## src/pmw_pkg.sv

```systemverilog
`timescale 1ns/100ps
// How it works
// - One clock after seeing the local request, reqn is asserted.
// - With gntn asserted and the bus idle, the local grant is asserted.
// - Request and grant seen together: state goes to address loading, request latched.
// - Grant during address loading: framen, req64n, address and command driven, state bus-transaction.
// - Address phase loads the burst counter from the latched burst length.
// - With local_ready_n asserted during address loading, both word strobes assert in the address phase while data is taken.
// - Frame asserted and local request released: reqn is deasserted.
// - Clock after the strobes, both data words and byte enables go onto the bus.
// - First data phase keeps framen asserted and irdyn off while width is judged.
// - ack64n and trdyn seen: wide indicator asserts, local grant follows gntn.
// - Ready seen: irdyn asserts, framen deasserts; phase ends when irdyn and trdyn meet.
// - Turnaround releases framen, req64n, ad and cben, and deasserts irdyn.
// - Turnaround counts the burst down, state bus-termination, cause normal.
// - Idle clock after turnaround releases irdyn, par and par64.
package pmw_pkg;

    // Widths of the local and bus sides
    localparam int PMW_AD_W    = 64;
    localparam int PMW_BE_W    = 8;
    localparam int PMW_CMD_W   = 4;
    localparam int PMW_BURST_W = 8;
    localparam int PMW_STATE_W = 4;
    localparam int PMW_TERM_W  = 3;

    // Register map, byte addresses
    localparam logic [3:0]  PMW_OFS_CTRL   = 4'h0;
    localparam logic [3:0]  PMW_OFS_STATUS = 4'h4;
    localparam logic [3:0]  PMW_OFS_COUNT  = 4'h8;
    localparam logic [31:0] PMW_CTRL_RESET = 32'h0000_0001;
    localparam int          PMW_CTRL_EN_BIT = 0;

    // Status word field positions
    localparam int PMW_ST_STATE_LSB = 0;
    localparam int PMW_ST_TERM_LSB  = 4;
    localparam int PMW_ST_WIDE_BIT  = 7;
    localparam int PMW_ST_BURST_LSB = 8;
    localparam int PMW_ST_REQ_BIT   = 16;
    localparam int PMW_ST_GNT_BIT   = 17;

    // Bus answers
    localparam logic [1:0] PMW_RESP_OKAY   = 2'h0;
    localparam logic [1:0] PMW_RESP_SLVERR = 2'h2;

    // Local status values
    typedef enum logic [3:0] {
        PMW_IDLE      = 4'h0,
        PMW_ADDR_LOAD = 4'h1,
        PMW_BUS_TRANS = 4'h2,
        PMW_BUS_TERM  = 4'h3
    } pmw_state_type;

    // Termination causes
    typedef enum logic [2:0] {
        PMW_TERM_NONE   = 3'h0,
        PMW_TERM_NORMAL = 3'h1
    } pmw_term_type;

    // Latched local request
    typedef struct packed {
        logic [31:0]            addr;
        logic [PMW_CMD_W-1:0]   cmd;
        logic [PMW_BURST_W-1:0] burst;
    } pmw_req_type;

    // Latched write data with its byte enables
    typedef struct packed {
        logic [PMW_AD_W-1:0] data;
        logic [PMW_BE_W-1:0] be;
    } pmw_data_type;

endpackage

// Even parity over one 32-bit half of ad and its four byte enables
module pmw_parity
    import pmw_pkg::*;
(
    // Half of the bus
    input  wire logic [31:0] ad_half,
    input  wire logic [3:0]  cben_half,
    // Parity result
    output wire logic        par
);

    assign par = ^{ad_half, cben_half};

endmodule

```

## src/pmw_master.sv

```systemverilog
// The implementer's own choices: the register addresses and the AXI4-Lite interface to the registers.
`timescale 1ns/100ps
module pmw_master
    import pmw_pkg::*;
(
    // Clock and reset
    input  wire logic                   clk_sys,
    input  wire logic                   rst,
    // Local master request side
    input  wire logic                   local_req_wide_n,
    input  wire logic [PMW_AD_W-1:0]    local_ad_in,
    input  wire logic [PMW_BE_W-1:0]    local_cmd_byte_en_in,
    input  wire logic [PMW_BURST_W-1:0] local_burst_len,
    input  wire logic                   local_ready_n,
    // Local master answer side
    output logic                        local_grant_n,
    output logic [PMW_STATE_W-1:0]      local_master_state,
    output logic [PMW_BURST_W-1:0]      local_burst_counter,
    output logic                        low_word_xfer_n,
    output logic                        high_word_xfer_n,
    output logic                        wide_transfer_n,
    output logic [PMW_TERM_W-1:0]       local_term_cause,
    // Arbiter
    output logic                        reqn,
    input  wire logic                   gntn,
    // Bus levels seen from the wire
    input  wire logic                   framen_i,
    input  wire logic                   irdyn_i,
    input  wire logic                   devseln,
    input  wire logic                   trdyn,
    input  wire logic                   ack64n,
    // Driven bus lines
    output logic                        framen_o,
    output logic                        framen_oe,
    output logic                        req64n_o,
    output logic                        req64n_oe,
    output logic                        irdyn_o,
    output logic                        irdyn_oe,
    output logic [PMW_AD_W-1:0]         ad_o,
    output logic                        ad_lo_oe,
    output logic                        ad_hi_oe,
    output logic [PMW_BE_W-1:0]         cben_o,
    output logic                        cben_lo_oe,
    output logic                        cben_hi_oe,
    output logic                        par_o,
    output logic                        par_oe,
    output logic                        par64_o,
    output logic                        par64_oe,
    // AXI4-Lite register slave
    input  wire logic [3:0]             s_axi_awaddr,
    input  wire logic                   s_axi_awvalid,
    output logic                        s_axi_awready,
    input  wire logic [31:0]            s_axi_wdata,
    input  wire logic [3:0]             s_axi_wstrb,
    input  wire logic                   s_axi_wvalid,
    output logic                        s_axi_wready,
    output logic [1:0]                  s_axi_bresp,
    output logic                        s_axi_bvalid,
    input  wire logic                   s_axi_bready,
    input  wire logic [3:0]             s_axi_araddr,
    input  wire logic                   s_axi_arvalid,
    output logic                        s_axi_arready,
    output logic [31:0]                 s_axi_rdata,
    output logic [1:0]                  s_axi_rresp,
    output logic                        s_axi_rvalid,
    input  wire logic                   s_axi_rready
);

    pmw_state_type state;
    pmw_req_type   req_hold;
    pmw_data_type  data_hold;
    logic          data_taken;
    logic          devsel_seen;
    logic [31:0]   ctrl;
    logic [31:0]   done_count;
    logic [3:0]    aw_addr;
    logic [31:0]   w_data;
    logic [3:0]    w_strb;

    // Decoded conditions of the transaction
    wire logic bus_idle     = framen_i & irdyn_i;
    wire logic master_en    = ctrl[PMW_CTRL_EN_BIT];
    wire logic in_idle      = (state == PMW_IDLE);
    wire logic in_load      = (state == PMW_ADDR_LOAD);
    wire logic in_trans     = (state == PMW_BUS_TRANS);
    wire logic in_term      = (state == PMW_BUS_TERM);
    wire logic req_start    = in_idle & master_en & ~local_req_wide_n & reqn;
    wire logic req_drop     = ~reqn & local_req_wide_n & (~framen_o | in_idle);
    wire logic grant_go     = in_idle & ~gntn & bus_idle & ~reqn & ~local_req_wide_n;
    wire logic load_go      = in_idle & ~local_req_wide_n & ~local_grant_n;
    wire logic addr_go      = in_load & ~gntn;
    wire logic strobe_go    = ~local_ready_n & ~data_taken & low_word_xfer_n
                              & (addr_go | in_trans);
    wire logic strobe_now   = ~low_word_xfer_n & ~high_word_xfer_n;
    wire logic width_go     = in_trans & ~devsel_seen & ~devseln;
    wire logic irdy_go      = in_trans & devsel_seen & data_taken & ~local_ready_n
                              & irdyn_o & ~framen_o;
    wire logic phase_done   = in_trans & ~irdyn_o & ~trdyn;

    // Parity of what the bus carries in this clock
    wire logic par_lo_next;
    wire logic par_hi_next;

    pmw_parity u_par_lo (
        .ad_half   (ad_o[31:0]),
        .cben_half (cben_o[3:0]),
        .par       (par_lo_next)
    );

    pmw_parity u_par_hi (
        .ad_half   (ad_o[63:32]),
        .cben_half (cben_o[7:4]),
        .par       (par_hi_next)
    );

    // Transaction state and local status
    always_ff @(posedge clk_sys) begin
        if (rst) begin
            state <= PMW_IDLE;
        end else if (load_go) begin
            state <= PMW_ADDR_LOAD;
        end else if (addr_go) begin
            state <= PMW_BUS_TRANS;
        end else if (phase_done) begin
            state <= PMW_BUS_TERM;
        end else if (in_term) begin
            state <= PMW_IDLE;
        end
    end

    assign local_master_state = state;

    // Arbiter request
    always_ff @(posedge clk_sys) begin
        if (rst) begin
            reqn <= 1'b1;
        end else if (req_start) begin
            reqn <= 1'b0;
        end else if (req_drop) begin
            reqn <= 1'b1;
        end
    end

    // Local grant, later following gntn
    always_ff @(posedge clk_sys) begin
        if (rst) begin
            local_grant_n <= 1'b1;
        end else if (in_idle) begin
            local_grant_n <= ~grant_go;
        end else if (width_go & ~ack64n & ~trdyn) begin
            local_grant_n <= gntn;
        end else if (phase_done) begin
            local_grant_n <= 1'b1;
        end
    end

    // Latched address, command and burst length
    always_ff @(posedge clk_sys) begin
        if (rst) begin
            req_hold <= '0;
        end else if (load_go) begin
            req_hold.addr  <= local_ad_in[31:0];
            req_hold.cmd   <= local_cmd_byte_en_in[PMW_CMD_W-1:0];
            req_hold.burst <= local_burst_len;
        end
    end

    // Burst counter
    always_ff @(posedge clk_sys) begin
        if (rst) begin
            local_burst_counter <= '0;
        end else if (addr_go) begin
            local_burst_counter <= req_hold.burst;
        end else if (phase_done & (local_burst_counter != '0)) begin
            local_burst_counter <= local_burst_counter - 1'b1;
        end
    end

    // Word strobes towards the local master
    always_ff @(posedge clk_sys) begin
        if (rst) begin
            low_word_xfer_n  <= 1'b1;
            high_word_xfer_n <= 1'b1;
        end else begin
            low_word_xfer_n  <= ~strobe_go;
            high_word_xfer_n <= ~strobe_go;
        end
    end

    // Write data taken while the strobes are low
    always_ff @(posedge clk_sys) begin
        if (rst) begin
            data_hold  <= '0;
            data_taken <= 1'b0;
        end else if (in_term) begin
            data_taken <= 1'b0;
        end else if (strobe_now) begin
            data_hold.data <= local_ad_in;
            data_hold.be   <= local_cmd_byte_en_in;
            data_taken     <= 1'b1;
        end
    end

    // Width decision once devseln is seen
    always_ff @(posedge clk_sys) begin
        if (rst) begin
            devsel_seen     <= 1'b0;
            wide_transfer_n <= 1'b1;
        end else if (in_term) begin
            devsel_seen     <= 1'b0;
            wide_transfer_n <= 1'b1;
        end else if (width_go) begin
            devsel_seen     <= 1'b1;
            wide_transfer_n <= ack64n | trdyn;
        end
    end

    // Frame and 64-bit request
    always_ff @(posedge clk_sys) begin
        if (rst) begin
            framen_o  <= 1'b1;
            framen_oe <= 1'b0;
            req64n_o  <= 1'b1;
            req64n_oe <= 1'b0;
        end else if (addr_go) begin
            framen_o  <= 1'b0;
            framen_oe <= 1'b1;
            req64n_o  <= 1'b0;
            req64n_oe <= 1'b1;
        end else if (irdy_go) begin
            framen_o <= 1'b1;
            req64n_o <= 1'b1;
        end else if (phase_done) begin
            framen_oe <= 1'b0;
            req64n_oe <= 1'b0;
        end
    end

    // Initiator ready
    always_ff @(posedge clk_sys) begin
        if (rst) begin
            irdyn_o  <= 1'b1;
            irdyn_oe <= 1'b0;
        end else if (addr_go) begin
            irdyn_o  <= 1'b1;
            irdyn_oe <= 1'b1;
        end else if (irdy_go) begin
            irdyn_o <= 1'b0;
        end else if (phase_done) begin
            irdyn_o <= 1'b1;
        end else if (in_term) begin
            irdyn_oe <= 1'b0;
        end
    end

    // Address and data lines with command and byte enables
    always_ff @(posedge clk_sys) begin
        if (rst) begin
            ad_o       <= '0;
            cben_o     <= '0;
            ad_lo_oe   <= 1'b0;
            ad_hi_oe   <= 1'b0;
            cben_lo_oe <= 1'b0;
            cben_hi_oe <= 1'b0;
        end else if (addr_go) begin
            ad_o       <= {32'h0000_0000, req_hold.addr};
            cben_o     <= {4'h0, req_hold.cmd};
            ad_lo_oe   <= 1'b1;
            cben_lo_oe <= 1'b1;
        end else if (in_trans & strobe_now) begin
            ad_o       <= local_ad_in;
            cben_o     <= local_cmd_byte_en_in;
            ad_hi_oe   <= 1'b1;
            cben_hi_oe <= 1'b1;
        end else if (phase_done) begin
            ad_lo_oe   <= 1'b0;
            ad_hi_oe   <= 1'b0;
            cben_lo_oe <= 1'b0;
            cben_hi_oe <= 1'b0;
        end
    end

    // Parity trails its lines by one clock
    always_ff @(posedge clk_sys) begin
        if (rst) begin
            par_o    <= 1'b0;
            par_oe   <= 1'b0;
            par64_o  <= 1'b0;
            par64_oe <= 1'b0;
        end else begin
            par_o    <= par_lo_next;
            par_oe   <= ad_lo_oe;
            par64_o  <= par_hi_next;
            par64_oe <= ad_hi_oe;
        end
    end

    // Termination cause
    always_ff @(posedge clk_sys) begin
        if (rst) begin
            local_term_cause <= PMW_TERM_NONE;
        end else if (addr_go) begin
            local_term_cause <= PMW_TERM_NONE;
        end else if (phase_done) begin
            local_term_cause <= PMW_TERM_NORMAL;
        end
    end

    // Completed transaction count
    always_ff @(posedge clk_sys) begin
        if (rst) begin
            done_count <= '0;
        end else if (phase_done) begin
            done_count <= done_count + 32'h0000_0001;
        end
    end

    // Register read mux and write decode
    wire logic        wr_go     = ~s_axi_awready & ~s_axi_wready & ~s_axi_bvalid;
    wire logic        wr_ctrl   = (aw_addr == PMW_OFS_CTRL);
    wire logic        wr_known  = wr_ctrl | (aw_addr == PMW_OFS_STATUS)
                                  | (aw_addr == PMW_OFS_COUNT);
    wire logic        rd_ctrl   = (s_axi_araddr == PMW_OFS_CTRL);
    wire logic        rd_stat   = (s_axi_araddr == PMW_OFS_STATUS);
    wire logic        rd_count  = (s_axi_araddr == PMW_OFS_COUNT);
    wire logic        rd_known  = rd_ctrl | rd_stat | rd_count;
    wire logic [31:0] stat_word = {14'h0000, ~local_grant_n, ~reqn,
                                   local_burst_counter, ~wide_transfer_n,
                                   local_term_cause, local_master_state};
    wire logic [31:0] rd_word   = rd_ctrl  ? ctrl :
                                  rd_stat  ? stat_word :
                                  rd_count ? done_count : 32'h0000_0000;

    // Write address and data, taken in either order
    always_ff @(posedge clk_sys) begin
        if (rst) begin
            s_axi_awready <= 1'b1;
            s_axi_wready  <= 1'b1;
            aw_addr       <= '0;
            w_data        <= '0;
            w_strb        <= '0;
        end else begin
            if (s_axi_awvalid & s_axi_awready) begin
                s_axi_awready <= 1'b0;
                aw_addr       <= s_axi_awaddr;
            end
            if (s_axi_wvalid & s_axi_wready) begin
                s_axi_wready <= 1'b0;
                w_data       <= s_axi_wdata;
                w_strb       <= s_axi_wstrb;
            end
            if (s_axi_bvalid & s_axi_bready) begin
                s_axi_awready <= 1'b1;
                s_axi_wready  <= 1'b1;
            end
        end
    end

    // Write response and control register
    always_ff @(posedge clk_sys) begin
        if (rst) begin
            s_axi_bvalid <= 1'b0;
            s_axi_bresp  <= PMW_RESP_OKAY;
            ctrl         <= PMW_CTRL_RESET;
        end else if (wr_go) begin
            s_axi_bvalid <= 1'b1;
            s_axi_bresp  <= wr_known ? PMW_RESP_OKAY : PMW_RESP_SLVERR;
            if (wr_ctrl & w_strb[0]) begin
                ctrl <= {31'h0000_0000, w_data[PMW_CTRL_EN_BIT]};
            end
        end else if (s_axi_bvalid & s_axi_bready) begin
            s_axi_bvalid <= 1'b0;
        end
    end

    // Read channel
    always_ff @(posedge clk_sys) begin
        if (rst) begin
            s_axi_arready <= 1'b1;
            s_axi_rvalid  <= 1'b0;
            s_axi_rdata   <= '0;
            s_axi_rresp   <= PMW_RESP_OKAY;
        end else if (s_axi_arvalid & s_axi_arready) begin
            s_axi_arready <= 1'b0;
            s_axi_rvalid  <= 1'b1;
            s_axi_rdata   <= rd_word;
            s_axi_rresp   <= rd_known ? PMW_RESP_OKAY : PMW_RESP_SLVERR;
        end else if (s_axi_rvalid & s_axi_rready) begin
            s_axi_rvalid  <= 1'b0;
            s_axi_arready <= 1'b1;
        end
    end

endmodule

```

## config.mk

```make
export PLATFORM = sky130hd
export DESIGN_NAME = pmw_master
export DESIGN_NICKNAME = d
export VERILOG_FILES = /design/src/pmw_pkg.sv /design/src/pmw_master.sv
export SDC_FILE = /design/constraint.sdc
export NUM_CORES = 1
export LEC_CHECK = 0
export ABC_AREA = 1
export BUFFER_PORTS_ARGS = -buffer_cell sky130_fd_sc_hd__buf_2
export CAP_MARGIN = 20
export CORE_ASPECT_RATIO = 1.75
export CORE_MARGIN = 2
export CORE_UTILIZATION = 30
export CTS_CLUSTER_DIAMETER = 40
export DETAILED_ROUTE_END_ITERATION = 6
export HOLD_SLACK_MARGIN = 0.02
export PLACE_DENSITY = 0.49
export REMOVE_ABC_BUFFERS = 1
export SYNTH_ARGS = -nofsm -noshare
export SYNTH_HDL_FRONTEND = slang
export SYNTH_SLANG_ARGS = --single-unit
```

## constraint.sdc

```tcl
create_clock -name clk_sys -period 2.42 [get_ports clk_sys]
set_input_delay 0.484 -clock clk_sys [delete_from_list [all_inputs] [get_ports clk_sys]]
set_output_delay 0.484 -clock clk_sys [all_outputs]
set_load 0.01 [all_outputs]
```

* Yosys cells after proc, flatten, opt, wreduce, memory -nomap -nowiden
Index checks and enable logic that the tools add are counted.
** Word-level totals
- Flip-flop bits (word level) :: 223
- Output and inout port bits :: 147
- Input bits :: 139
- Word-level logic and storage cells :: 183
** Cells by class
- Bitwise logic cells :: 64
- Mux-type cells :: 39
- Equal/unequal tests :: 10
- Reduce and logical (&&, ||, !) cells :: 28
- $add $sub $neg :: 2
** Operator list (number)
- 32-bit 2-to-1 mux :: 5
- 36-bit XOR reduction :: 2
- 1-bit bitwise AND :: 37
- 32-bit by 1-bit adder with 32-bit output (second input constant) :: 1
- 1-bit 2-to-1 mux :: 25
- 1-bit inverter :: 20
- 2-bit nonzero test :: 10
- 8-bit 2-to-1 mux :: 2
- 4-bit zero test :: 3
- 2-bit 2-to-1 mux :: 5
- 4-bit by 3-bit equality test with 1-bit output (second input constant) :: 2
- 4-bit equality test (second input constant) :: 2
- 4-bit 2-to-1 mux :: 2
- 2-bit AND reduction :: 4
- 8-bit nonzero test :: 1
- 2-bit OR reduction :: 4
- 8-bit by 1-bit subtractor with 8-bit output (second input constant) :: 1
- 1-bit bitwise OR :: 7
- 2-bit inequality test (second input constant) :: 3
- 3-bit nonzero test :: 2
- 2-bit equality test (second input constant) :: 2
- 4-bit nonzero test :: 1
- 3-bit AND reduction :: 1
- 2-bit by 1-bit equality test with 1-bit output (second input constant) :: 1

* Depth between registers and ports, before layout
Gate-level depths: netlist (run 1).
- Depth after elaboration :: 8
- Mapped depth :: 15
- Depth with buffers taken out :: 14

* By module
Synthesis (run 1) repeated with hierarchy kept, for this count alone.
** Second synthesis, totals
- Cells, all modules :: 1616
- Area total of the unflattened synthesis :: 10633.9 um^2
** By module, submodules not included
- pmw_master :: seq. area each 4424.2 um^2, cells each 1262, times used 1, area an instance 9135.0 um^2
- pmw_parity :: seq. area each 0.0 um^2, cells each 177, times used 2, area an instance 749.5 um^2

* Least setup slack after synthesis (run 1)
OpenSTA, ideal clock, no wires.
- Path type :: flip-flop to flip-flop
- From :: register state[0], in the netlist local_master_state[0]
- To :: register ad_o[4]
- Path buffers :: 2
- Cell stages (with the launch flop) :: 11
- Period minus slack after synthesis :: 1.668 ns
- Slack :: 0.752 ns
- Arrival :: 1.540 ns
- Required time :: 2.292 ns
- Setup time :: 0.128 ns
- Path through :: dfxtp_1 -> inv_2 -> nor2_1 -> inv_1 -> or2_1 -> buf_2 -> nand2_2 -> buf_2 -> nor2_1 -> a221oi_1 -> nor2_1
** Between the ends
- Cells in the longest elaborated chain, start to end :: 3
- Elaborated cells between the ends (all ways) :: 6
- Classes of those cells :: eq/ne (2); mux (1); bitwise (2); reduce/logical (1)
** RTL lines
- start: declaration :: RTL line pmw_master.sv:69 : pmw_state_type state;
- start signal: assignment :: RTL line pmw_master.sv:119 : state <= PMW_IDLE;
- start signal: assignment :: RTL line pmw_master.sv:121 : state <= PMW_ADDR_LOAD;
- start signal: assignment :: RTL line pmw_master.sv:123 : state <= PMW_BUS_TRANS;
- 2-bit by 1-bit equality test with 1-bit output or 2-bit equality test (tied branches) :: RTL line pmw_master.sv:84, pmw_master.sv:85
- 1-bit bitwise AND, on equally long branches :: RTL line pmw_master.sv:91, pmw_master.sv:270
- 32-bit 2-to-1 mux or 2-bit nonzero test (tied branches)
- end signal: assignment :: RTL line pmw_master.sv:266 : ad_o <= {32'h0000_0000, req_hold.addr};
- end signal: assignment :: RTL line pmw_master.sv:271 : ad_o <= local_ad_in;
- end: declaration :: RTL line pmw_master.sv:39 : output logic [PMW_AD_W-1:0] ad_o,
Parallel ways exist; a longest one is shown, timed or not.
A chain may end at the register's enable or synchronous reset.

* Final worst setup path (run 1)
- From :: register state[0], in the netlist local_master_state[0]
- To :: register ad_o[31]
The elaborated chain is that of the path after synthesis.

==> results of run 1 <==
-- cell families after synthesis --
kind of cell | synth area share
flip-flops | 0.4171
adder cells (fa/ha/maj) | 0.003539
buffers and inverters | 0.1043
AND/OR/NAND/NOR | 0.2644
AO/OA/AOI/OAI | 0.1889
other | 0.0003536
XOR/XNOR | 0.02147
-- final cells by class --
| type | count | area (sq um) | area share |
|---|---|---|---|
| antenna | 5 | 12.51 | 0.0009301 |
| clock inverter | 20 | 257.7 | 0.01916 |
| multi-input combinational | 1101 | 5102 | 0.3793 |
| inverter | 201 | 755.7 | 0.05618 |
| timing repair buffer | 270 | 1514 | 0.1125 |
| clock buffer | 36 | 803.3 | 0.05972 |
| tap | 465 | 581.8 | 0.04325 |
| sequential | 221 | 4424 | 0.3289 |
-- registers in the layout, summed over array words and instances, names as in the netlist, 2 cells and up --
name / flops
ad_o: 64
aw_addr: 4
cben_o: 8
done_count: 32
local_burst_counter: 8
local_master_state: 2
req_hold: 44
s_axi_rdata: 32
-- worst min path at each step --
stage,slack [ns],endpoint,start,cells after the start
after global routing,0.14,high_word_xfer_n,local_ready_n,3
after CTS,0.09,s_axi_wready,s_axi_wvalid,2
after detailed placement,0.43,req_hold[16],req_hold[16],2
after floorplan,0.43,req_hold[10],req_hold[10],2
final,0.12,s_axi_wready,s_axi_wvalid,2
after global placement,0.43,req_hold[37],req_hold[37],2
-- cells in the mapped netlist, types with 3 or more instances --
| master | count |
|---|---|
| ha_1 | 3 |
| o21ai_0 | 123 |
| nor2_1 | 116 |
| nor3_1 | 17 |
| xor2_1 | 9 |
| o211ai_1 | 7 |
| a21oi_1 | 149 |
| inv_2 | 4 |
| xnor2_1 | 17 |
| nand3_1 | 29 |
| a221oi_1 | 22 |
| nand4_1 | 8 |
| buf_1 | 3 |
| buf_2 | 8 |
| dfxtp_1 | 221 |
| a31oi_1 | 15 |
| o22ai_1 | 14 |
| nand2_1 | 523 |
| buf_4 | 11 |
| inv_1 | 195 |
| a211oi_1 | 17 |
| clkbuf_1 | 58 |
| nor4_1 | 3 |
-- power breakdown --
group / total (W) / internal, W / switching [W]
logic: 0.000385 / 0.000151 / 0.000234
registers: 0.00372 / 0.00369 / 0.0000290
clock network: 0.00468 / 0.00284 / 0.00184
-- metal layers --
layer | part of all wire | GRT usage | wire (microns)
met5 | 0.0010 | 0 | 35
met1 | 0.39 | 0.1870 | 12950
met3 | 0.047 | 0.03231 | 1566
met4 | 0.023 | 0.05825 | 782
met2 | 0.54 | 0.3511 | 18290
-- per-stage QoR --
stage / std cells / TNS, ns
global route: 2317 / 0
floorplan: 1523 / -81.13
global placement: 2258 / 0
detailed placement: 2258 / 0
CTS: 2314 / 0
finish: 2319 / 0
==> impl_results.md, run 1 <==
* CTS Buffer Depth at 3
* Ratio of cells with drive above 1 in the final layout at 0.1839
* Max FO, Critical Path at 13
* Root buffer cell: clkbuf_16
* Starting DRT DRC Count at between 300 and 400
* Crit path cell chain: inv_2, nor2_1, inv_1, or2_1, nand2_2, inv_1, a221oi_1, nor2_1
* Row cnt at between 90 and 100
* Yosys Warn Count at 0
* Initial Util at 0.3024
* Worst endpoint required time at roughly 2.9 ns
* I/O Buffers at about 250
* DP HPWL at around 24000 microns
* Area of the core at 0.03507 sq mm
* Total congestion overflow at 0
* Antenna violations before repair at 6
* Clock slew at reported path FFs at around 0.06 ns
* CP Launch Type: register
* Final WL at about 34000 microns
* TritonCTS Sinks at about 220
* Commonest non-fill, non-tap cell in the layout: nand2_1
* Synth Instances at roughly 1600
* Total GRT Usage at 0.1778
* Setup slack, reg-to-reg at 0.43 ns
* Vias at approximately 11000
* Most frequent cells in the layout: 523 x nand2_1, 245 x buf_2, 221 x dfxtp_1, 194 x inv_1, 149 x a21oi_1
* Worst Setup EP: ad_o[31]
* Critical path's largest stage delay at about 0.4 ns
* Slew @ Worst Pin at 0.6505 ns
* Die height at ~250 microns
* First-pass GRT wire length at 53410 microns
* H-tree depth at 1
* Post-synthesis sequential area ratio at 0.4171
* Area leader, netlist: dfxtp_1
* Worst path arrival time at 2.43 ns
* Fin Hold WS at around 0.12 ns
* CTS tree: done
* Syn Area/Cell at around 6.6 sq um
* RSZ-0062 raised after global routing: false
* Stages on the worst setup path at 8
* Vias in the first global route at 10450
* Final Critical Period at 1.989 ns
* R2r worst-path depth at 8
* Worst Setup SP: local_master_state[0]
* Number of distinct library cells after synthesis at 43
* Worst Hold Class: primary input to register
* Skew final at approximately 0.019 ns
* WS Path Type: register to register
* Drt wl/cell at between 10 and 15 microns
* Slowest cell on crit path: dfxtp_1
* Final Core Density at 0.3836
* Area contributors post-synth: dfxtp_1 42%, nand2_1 19%, a21oi_1 7.0%
* Async set-or-reset flop fraction in the synthesized netlist at 0
* Number of detailed-route iterations in the first pass at 6
* DRC violations left at 0
* Max IR drop VDD at around 0.57 mV
* Pwr per Cell Area at roughly 650 mW/mm^2
* Post-synth EDFFs at 0
* CP delay by family, top: simple AND/OR/NAND/NOR gates
* Area Overhead vs Synth at 26.83%
* Max Fclk at about 0.5 GHz
* Rel. slew slack at 0.5663
* Yosys top cell area share at 0.4171
* Dominant register cell in the synthesized netlist: dfxtp_1
* CTS buffer count at 30
* Crit path buffers/inverters at 3
* Setup WS pre-CTS at roughly 0.31 ns
* Setup Buffers After CTS at 0
* #FFs+latches synth at between 200 and 250
* Outcome: finished clean
* Critical R2R Launch: local_master_state[0]
* Die W at ~150 microns
* Final Max Slew Viols at 0
* Routed Antenna Nets at 0
* IO Pins at roughly 290
* CTS resizes at 0
* RePlAce Congestion at approximately 0.85
* Cell area after layout at between 0.01 and 0.015 sq mm
* Post-CTS Hold Fix Bufs at 0
* Final period utilization at 0.8220
* Tot Pwr at about 0.0088 W
* Post-DR vias/cell at 4.647
* Max Cap Viol at 0
* Fin. Hold Viols at 0
* Fill cells at approximately 3900
* Reg2reg end: ad_o[31]
* Die outline area at between 0.03 and 0.04 sq mm
* Leakage at 5.994 nW
* Post-DP Area at 0.01238 sq mm
* Worst setup EP type: register
* Nets at between 1500 and 2000
* Clock Latency Late Sink at ~0.58 ns
* Final setup vio count at 0
* Mapped cell area at around 0.011 sq mm
* PnR worst setup slack at approximately 0.43 ns
* Largest net degree at the start of global routing at 90
Power figures use the tool's default switching activity.
==> inputs of run 2 (changes only) <==
- ABC_AREA: 1 -> 0
- PLACE_DENSITY: 0.49 -> 0.5
- clock period: 2.42 -> 1.95 ns (I/O delays scaled with it)
==> run 2 against run 1 <==
  * Largest power group unchanged
  * Critical path depth fell by 1
  * Clock skew fell by 0.0039 ns
  * Clock power rose by 14%
  * Largest cell class unchanged
==> impl_results.md, run 2 <==
* Outcome: finished clean (unchanged)
* Most frequent cells in the layout: 244 x nand2_1, 244 x buf_2, 219 x dfxtp_1, 170 x a21oi_1, 68 x xnor2_1 (was 523 x nand2_1, 245 x buf_2, 221 x dfxtp_1, 194 x inv_1, 149 x a21oi_1)
* Crit path cell chain: buf_6, nor4b_4, nand4_4, nor4_4, buf_6, a41o_1, a21oi_2 (was inv_2, nor2_1, inv_1, or2_1, nand2_2, inv_1, a221oi_1, nor2_1)
* Switching share of power at 0.2309 (was 0.2397)
* Clock slew at reported path FFs at 0.06 ns (about the same)
* Max FO, Critical Path at 5 (was 13)
* Synth Instances at 1114 (was 1598)
* RSZ-0062 raised after global routing: true (was false)
* Synth Area in Adders at 0.004041 (was 0.003539)
* GR Util met1 at 0.1940 (was 0.1870)
* H-tree depth at 1 (unchanged)
* Leakage at 4.789 nW (was 5.994 nW)
* Max IR drop VDD at 0.6450 mV (was 0.5654 mV)
* Crit path buffers/inverters at 2 (was 3)
* PnR worst setup slack at 0.07720 ns (was 0.4309 ns)
* Clock Latency Late Sink at 0.55 ns (was 0.58 ns)
* Die W at 137.0 microns (was 146.1 microns)
* Die height at 236.8 microns (was 252.7 microns)
* Comb power frac at 0.037 (was 0.044)
* Dominant register cell in the synthesized netlist: dfxtp_1 (unchanged)
* Fill cells at 3181 (was 3887)
* Final WL at 28580 microns (was 33620 microns)
* Register area at 0.004427 sq mm (was 0.004424 sq mm)
* Final Max Slew Viols at 0 (unchanged)
* RePlAce Congestion at 0.7762 (was 0.8481)
* Final setup vio count at 0 (unchanged)
* Seq pwr share at 0.444 (was 0.423)
* CTS tree: done (unchanged)
* Fin. Hold Viols at 0 (unchanged)
* Largest regs: ad_o x64, req_hold x44 (unchanged)
* Worst Hold Class: primary input to register (unchanged)
* I/O Buffers at 245 (unchanged)
* Cell area after layout at 0.01225 sq mm (was 0.01345 sq mm)
* CTS Buffer Depth at 3 (unchanged)
* DRC violations left at 0 (unchanged)
* Worst endpoint required time at 2.37 ns (was 2.86 ns)
* Largest family of logic cells by synthesized area: simple AND/OR/NAND/NOR gates (unchanged)
* Most frequent cells after synthesis: 244 x nand2_1, 221 x dfxtp_1, 172 x a21oi_1, 68 x xnor2_1, 62 x clkbuf_1 (was 523 x nand2_1, 221 x dfxtp_1, 195 x inv_1, 149 x a21oi_1, 123 x o21ai_0)
* Row cnt at 85 (was 91)
* Met3 GRT Util at 0.02890 (was 0.03231)
* Final Critical Period at 1.873 ns (was 1.989 ns)
* Total congestion overflow at 0 (unchanged)
* Critical path's largest stage delay at 0.38 ns (was 0.40 ns)
* Simple-gate share of the synthesized area at 0.2098 (was 0.2644)
* Clk pwr share at 0.519 (was 0.533)
* Mux share of post-synthesis cell area at 0.006736 (was 0)
* Syn Area/Cell at 8.337 sq um (was 6.637 sq um)
* Root buffer cell: clkbuf_16 (unchanged)
* Drt wl/cell at 16.02 microns (was 14.50 microns)
* CTS buffer count at 29 (was 30)
* Area of the core at 0.03063 sq mm (was 0.03507 sq mm)
* Die outline area at 0.03244 sq mm (was 0.03693 sq mm)
* DP HPWL at 20390 microns (was 24270 microns)
* #FFs+latches synth at 221 (unchanged)
* Largest net degree at the start of global routing at 81 (was 90)
* Routed Antenna Nets at 0 (unchanged)
* CP Launch Type: register (unchanged)
* GRT met2 Usage at 0.3167 (was 0.3511)
* Biggest register: ad_o (unchanged)
* CP dominant cell by count: buf_6
* Ratio of cells with drive above 1 in the final layout at 0.2739 (was 0.1839)
* Compound-Gate Fraction of Synth Area at 0.1724 (was 0.1889)
* Area contributors post-synth: dfxtp_1 48%, nand2_1 9.9%, a21oi_1 9.3% (was dfxtp_1 42%, nand2_1 19%, a21oi_1 7.0%)
* Net Switching at 0.002369 W (was 0.002104 W)
* Worst path arrival time at 2.30 ns (was 2.43 ns)
* Mapped cell area at 0.009288 sq mm (was 0.01061 sq mm)
* Vias at 8579 (was 10780)
* Number of distinct library cells after synthesis at 54 (was 43)
* Post-Synth XOR/XNOR Area at 0.08420 (was 0.02147)
* Post-synthesis sequential area ratio at 0.4764 (was 0.4171)
* Final period utilization at 0.9604 (was 0.8220)
* Async set-or-reset flop fraction in the synthesized netlist at 0 (unchanged)
* TritonCTS Sinks at 221 (unchanged)
* Nets at 1512 (was 1967)
* Slowest cell on crit path: nor4b_4 (was dfxtp_1)
* Most crowded layer after global routing: met2 (unchanged)
* Vias in the first global route at 8224 (was 10450)
* Post-DR vias/cell at 4.809 (was 4.647)
* Initial Util at 0.3032 (was 0.3024)
* Yosys Warn Count at 0 (unchanged)
* Total GRT Usage at 0.1718 (was 0.1778)
* Starting DRT DRC Count at 405 (was 386)
* Pwr per Cell Area at 837.3 mW/mm^2 (was 652.6 mW/mm^2)
* Internal at 0.007892 W (was 0.006674 W)
* Skew final at 0.01511 ns (was 0.01902 ns)
* IO Pins at 286 (unchanged)
* Post-synth EDFFs at 0 (unchanged)
* Placed Instances at 1724 (was 2258)
* Max Fclk at 0.5340 GHz (was 0.5027 GHz)
* Antenna violations before repair at 3 (was 6)
* Yosys top cell area share at 0.4764 (was 0.4171)
* Top-count cell post-synth: nand2_1 (unchanged)
* Area Overhead vs Synth at 31.94% (was 26.83%)
* WS Path Type: register to register (unchanged)
* Layout Cells excl Fill at 1784 (was 2319)
* Number of flip-flops in the largest register at 64 (unchanged)
* Worst setup EP type: register (unchanged)
* Number of detailed-route iterations in the first pass at 6 (unchanged)
* First-pass GRT wire length at 44320 microns (was 53410 microns)
* Setup WS pre-CTS at -0.2166 ns (was 0.3141 ns)
* Post-DP Area at 0.01117 sq mm (was 0.01238 sq mm)
* Max Cap Viol at 0 (unchanged)
* Area leader, netlist: dfxtp_1 (unchanged)
* Multi-input combinational cell area at 0.004539 sq mm (was 0.005102 sq mm)
* CP delay by family, top: simple AND/OR/NAND/NOR gates (unchanged)
==> run 2: power groups by stage <==
stage / sequential [W] / clock, W / combinational (W)
2_1_floorplan: 0.00466 / 0 / 0.0000936
3_3_place_gp: 0.00466 / 0 / 0.000380
3_5_place_dp: 0.00466 / 0 / 0.000382
4_1_cts: 0.00456 / 0.00549 / 0.000385
5_1_grt: 0.00456 / 0.00566 / 0.000419
6_report: 0.00456 / 0.00532 / 0.000380
==> run 2: worst paths after layout <==
kind              slack (ns)       startpoint  depth (start not counted)              end
hold / removal          0.07     s_axi_wvalid                          2     s_axi_wready
setup / recovery        0.08          irdyn_o                          7   done_count[29]
setup reg to reg        0.08          irdyn_o                          7   done_count[29]
hold reg to reg         0.45  s_axi_rdata[30]                          2  s_axi_rdata[30]
==> run 2: cells by family after synthesis <==
kind of cell | after synthesis
and+or+nand+nor | 426
AOI/OAI and AO/OA | 275
DFF | 221
adders and majority gates | 3
xor gates and xnor gates | 83
buffers and inverters | 99
other | 1
muxes | 6
==> run 2: layout make-up <==
type	instances	area share
Clock buffer	38	0.06606
Timing Repair Buffer	302	0.1444
Tap cell	391	0.03992
Clock inverter	14	0.01235
Antenna cell	2	0.0004084
Inverter	17	0.005207
Sequential cell	221	0.3612
Multi-Input combinational cell	799	0.3704
==> run 2: per-stage QoR <==
step,hold slack [ns],setup TNS (ns),power [W],utilization
detailed placement,0.4409,-2.032,0.005042,0.3646
floorplan,0.4296,-264.11,0.004754,-
finish,0.06565,0,0.01026,0.4001
global route,0.05363,-0.1751,0.01064,0.4001
global placement,0.4388,-1.908,0.005039,0.3646
CTS,0.03677,0,0.01044,0.3965
==> run 2: metal layers <==
metal,vias up,wire length (microns)
met5,-,13
met4,2,830
met3,49,1295
met2,187,15290
met1,4026,11150
li1,4315,-
==> run 2: repair_timing <==
action	CTS	global route
resized for setup	2	17
hold endpoints to repair	1	0
setup buffers	0	4
hold buffers	1	0
gates cloned	0	1
pin swaps	1	12
setup endpoints to repair	7	52
==> inputs of run 3 (changes only) <==
- CAP_MARGIN: 20 -> not set
- CORE_UTILIZATION: 30 -> 40
- PLACE_DENSITY: 0.5 -> 0.63
- SLEW_MARGIN: not set -> 20
==> run 3 against run 2 <==
  * Die area fell by 24%
  * Routed wire length fell by 6.0%
  * Combinational power hardly changed
  * Flip-flop and latch count stayed put
  * Clock power decreased by 15%
  * Maximum frequency grew 0.83%
  * Critical endpoint unchanged
==> impl_results.md, run 3 (synthesized netlist as in run 2, its figures left out) <==
* Max IR drop VDD at 0.9131 mV (was 0.6450 mV)
* Final Max Slew Viols at 0 (unchanged)
* Biggest register: ad_o (unchanged)
* Area Overhead vs Synth at 28.53% (was 31.94%)
* Hold_sp: local_ready_n (was s_axi_wvalid)
* Root buffer cell: clkbuf_16 (unchanged)
* Met3 GRT Util at 0.03686 (was 0.02890)
* Vias at 8573 (was 8579)
* Max Fclk at 0.5384 GHz (was 0.5340 GHz)
* H-tree depth at 1 (unchanged)
* Leakage at 4.696 nW (was 4.789 nW)
* RePlAce Congestion at 0.8310 (was 0.7762)
* Worst path arrival time at 2.26 ns (was 2.30 ns)
* Drt wl/cell at 15.94 microns (was 16.02 microns)
* Critical R2R Launch: local_master_state[0] (was irdyn_o)
* Sink of the worst hold path: high_word_xfer_n (was s_axi_wready)
* Ratio of cells with drive above 1 in the final layout at 0.2686 (was 0.2739)
* WS Path Type: register to register (unchanged)
* Post-DR vias/cell at 5.088 (was 4.809)
* Die height at 205.6 microns (was 236.8 microns)
* Tot Pwr at 0.009449 W (was 0.01026 W)
* Final Critical Period at 1.857 ns (was 1.873 ns)
* Most crowded layer after global routing: met2 (unchanged)
* CP Launch Type: register (unchanged)
* Clock slew at reported path FFs at 0.06 ns (about the same)
* Fin Hold WS at 0.08926 ns (was 0.06565 ns)
* Largest regs: ad_o x64, req_hold x44 (unchanged)
* Nets at 1505 (was 1512)
* Die outline area at 0.02450 sq mm (was 0.03244 sq mm)
* IO Pins at 286 (unchanged)
* Setup slack, reg-to-reg at 0.09 ns (was 0.08 ns)
* Reg2reg end: done_count[29] (unchanged)
* Max Cap Viol at 0 (unchanged)
* Final period utilization at 0.9525 (was 0.9604)
* Fin. Hold Viols at 0 (unchanged)
* Number of detailed-route iterations in the first pass at 5 (was 6)
* DRC violations left at 0 (unchanged)
* Worst endpoint required time at 2.35 ns (was 2.37 ns)
* Rel. slew slack at 0.6407
* Hold path cells at 2 (unchanged)
* Largest net degree at the start of global routing at 46 (was 81)
* Worst setup EP type: register (unchanged)
* Final WL at 26860 microns (was 28580 microns)
* Area of the core at 0.02274 sq mm (was 0.03063 sq mm)
* Row cnt at 73 (was 85)
* Skew final at 0.008660 ns (was 0.01511 ns)
* Worst Hold Class: primary input to register (unchanged)
* Final setup vio count at 0 (unchanged)
* Total congestion overflow at 0 (unchanged)
* CTS buffer count at 25 (was 29)
* Placed Instances at 1635 (was 1724)
* R2r worst-path depth at 7 (unchanged)
* Layout Cells excl Fill at 1685 (was 1784)
* Initial Util at 0.4084 (was 0.3032)
* Number of flip-flops in the largest register at 64 (unchanged)
* Most frequent cells in the layout: 244 x nand2_1, 244 x buf_2, 220 x dfxtp_1, 172 x a21oi_1, 68 x xnor2_1 (was 244 x nand2_1, 244 x buf_2, 219 x dfxtp_1, 170 x a21oi_1, 68 x xnor2_1)
* Antenna violations before repair at 5 (was 3)
* Max FO, Critical Path at 9 (was 5)
* Pwr per Cell Area at 791.5 mW/mm^2 (was 837.3 mW/mm^2)
* Post-CTS Hold Fix Bufs at 0 (was 1)
* Starting DRT DRC Count at 328 (was 405)
* Slew @ Worst Pin at between 0.5 and 0.6 ns
* DP HPWL at 19450 microns (was 20390 microns)
* Vias in the first global route at 8426 (was 8224)
* GR Util met1 at 0.2130 (was 0.1940)
* CTS tree: done (unchanged)
* Die W at 119.2 microns (was 137.0 microns)
* TritonCTS Sinks at 221 (unchanged)
* Routed Antenna Nets at 0 (unchanged)
* Outcome: finished clean (unchanged)
* First-pass GRT wire length at 41990 microns (was 44320 microns)
* Fill cells at 2177 (was 3181)
* GRT met2 Usage at 0.4126 (was 0.3167)
* CTS Buffer Depth at 3 (unchanged)
* Clock Latency Late Sink at 0.52 ns (was 0.55 ns)
* I/O Buffers at 245 (unchanged)
* Total GRT Usage at 0.2109 (was 0.1718)
## run 3: cell types whose count changed in the layout (fill, tap and decap cells not counted), moves of 2 or more
cell,previous run,this run
clkbuf_8,5,2
diode_2,2,4
clkbuf_16,29,25
clkinvlp_4,4,2
buf_6,4,1
clkinv_4,0,4
clkinv_2,3,5
a21oi_2,2,0
a21oi_1,170,172
## run 3: worst max-delay path by stage
stage                          start              to  cells after the start
2_1_floorplan  local_master_state[0]         ad_o[0]                      4
3_3_place_gp                   trdyn  done_count[30]                      6
3_5_place_dp                   trdyn  done_count[30]                      6
4_1_cts                      irdyn_o  done_count[30]                      5
5_1_grt        local_master_state[0]  done_count[29]                      7
6_report       local_master_state[0]  done_count[29]                      7
## run 3: layout make-up
type,count,area [sq um],share of cell area
sequential,221,4425,0.3707
tap,300,375.4,0.03144
clock buffer,30,664.4,0.05565
antenna,4,10.01,0.0008385
clock inverter,15,131.4,0.01101
multi-input combinational,799,4529,0.3794
inverter,17,63.81,0.005345
timing repair buffer,299,1738,0.1456
## run 3: what timing repair did
action	4_1_cts	5_1_grt
pin swaps	0	3
setup endpoints to repair	5	45
setup buffers	0	1
gates resized for setup	1	8
## run 3: per-stage QoR
| stage | instance area [sq um] | TNS (ns) | setup slack, ns | utilization |
|---|---|---|---|---|
| 2_1_floorplan | 8942 | -264.11 | -2.809 | - |
| 3_3_place_gp | 11080 | -1.037 | -0.1785 | 0.4872 |
| 3_5_place_dp | 11080 | -1.531 | -0.2321 | 0.4872 |
| 4_1_cts | 11880 | 0 | 0.03097 | 0.5224 |
| 5_1_grt | 11940 | -0.004191 | -0.004191 | 0.5249 |
| 6_report | 11940 | 0 | 0.09259 | 0.5249 |
## run 3: per-layer routing
layer	up-vias	wire length, microns
met4	2	1068
met1	3985	9559
met5	-	13
li1	4292	-
met2	231	14940
met3	63	1284
## run 3: report_power, final
part	internal, W	switching [W]	total, W	leakage [nW]
clock network	0.00259	0.00192	0.00451	0.390
registers	0.00454	0.0000194	0.00456	1.78
logic	0.000152	0.000231	0.000383	2.52
## run 3: critical path, cell delays in order (launching register included)
cell and delay, ns:
dfxtp_1 0.31, buf_4 0.14, nor4b_4 0.38, nand4_4 0.18, nor4_4 0.27, buf_4 0.22, a41o_1 0.18, a21oi_1 0.06
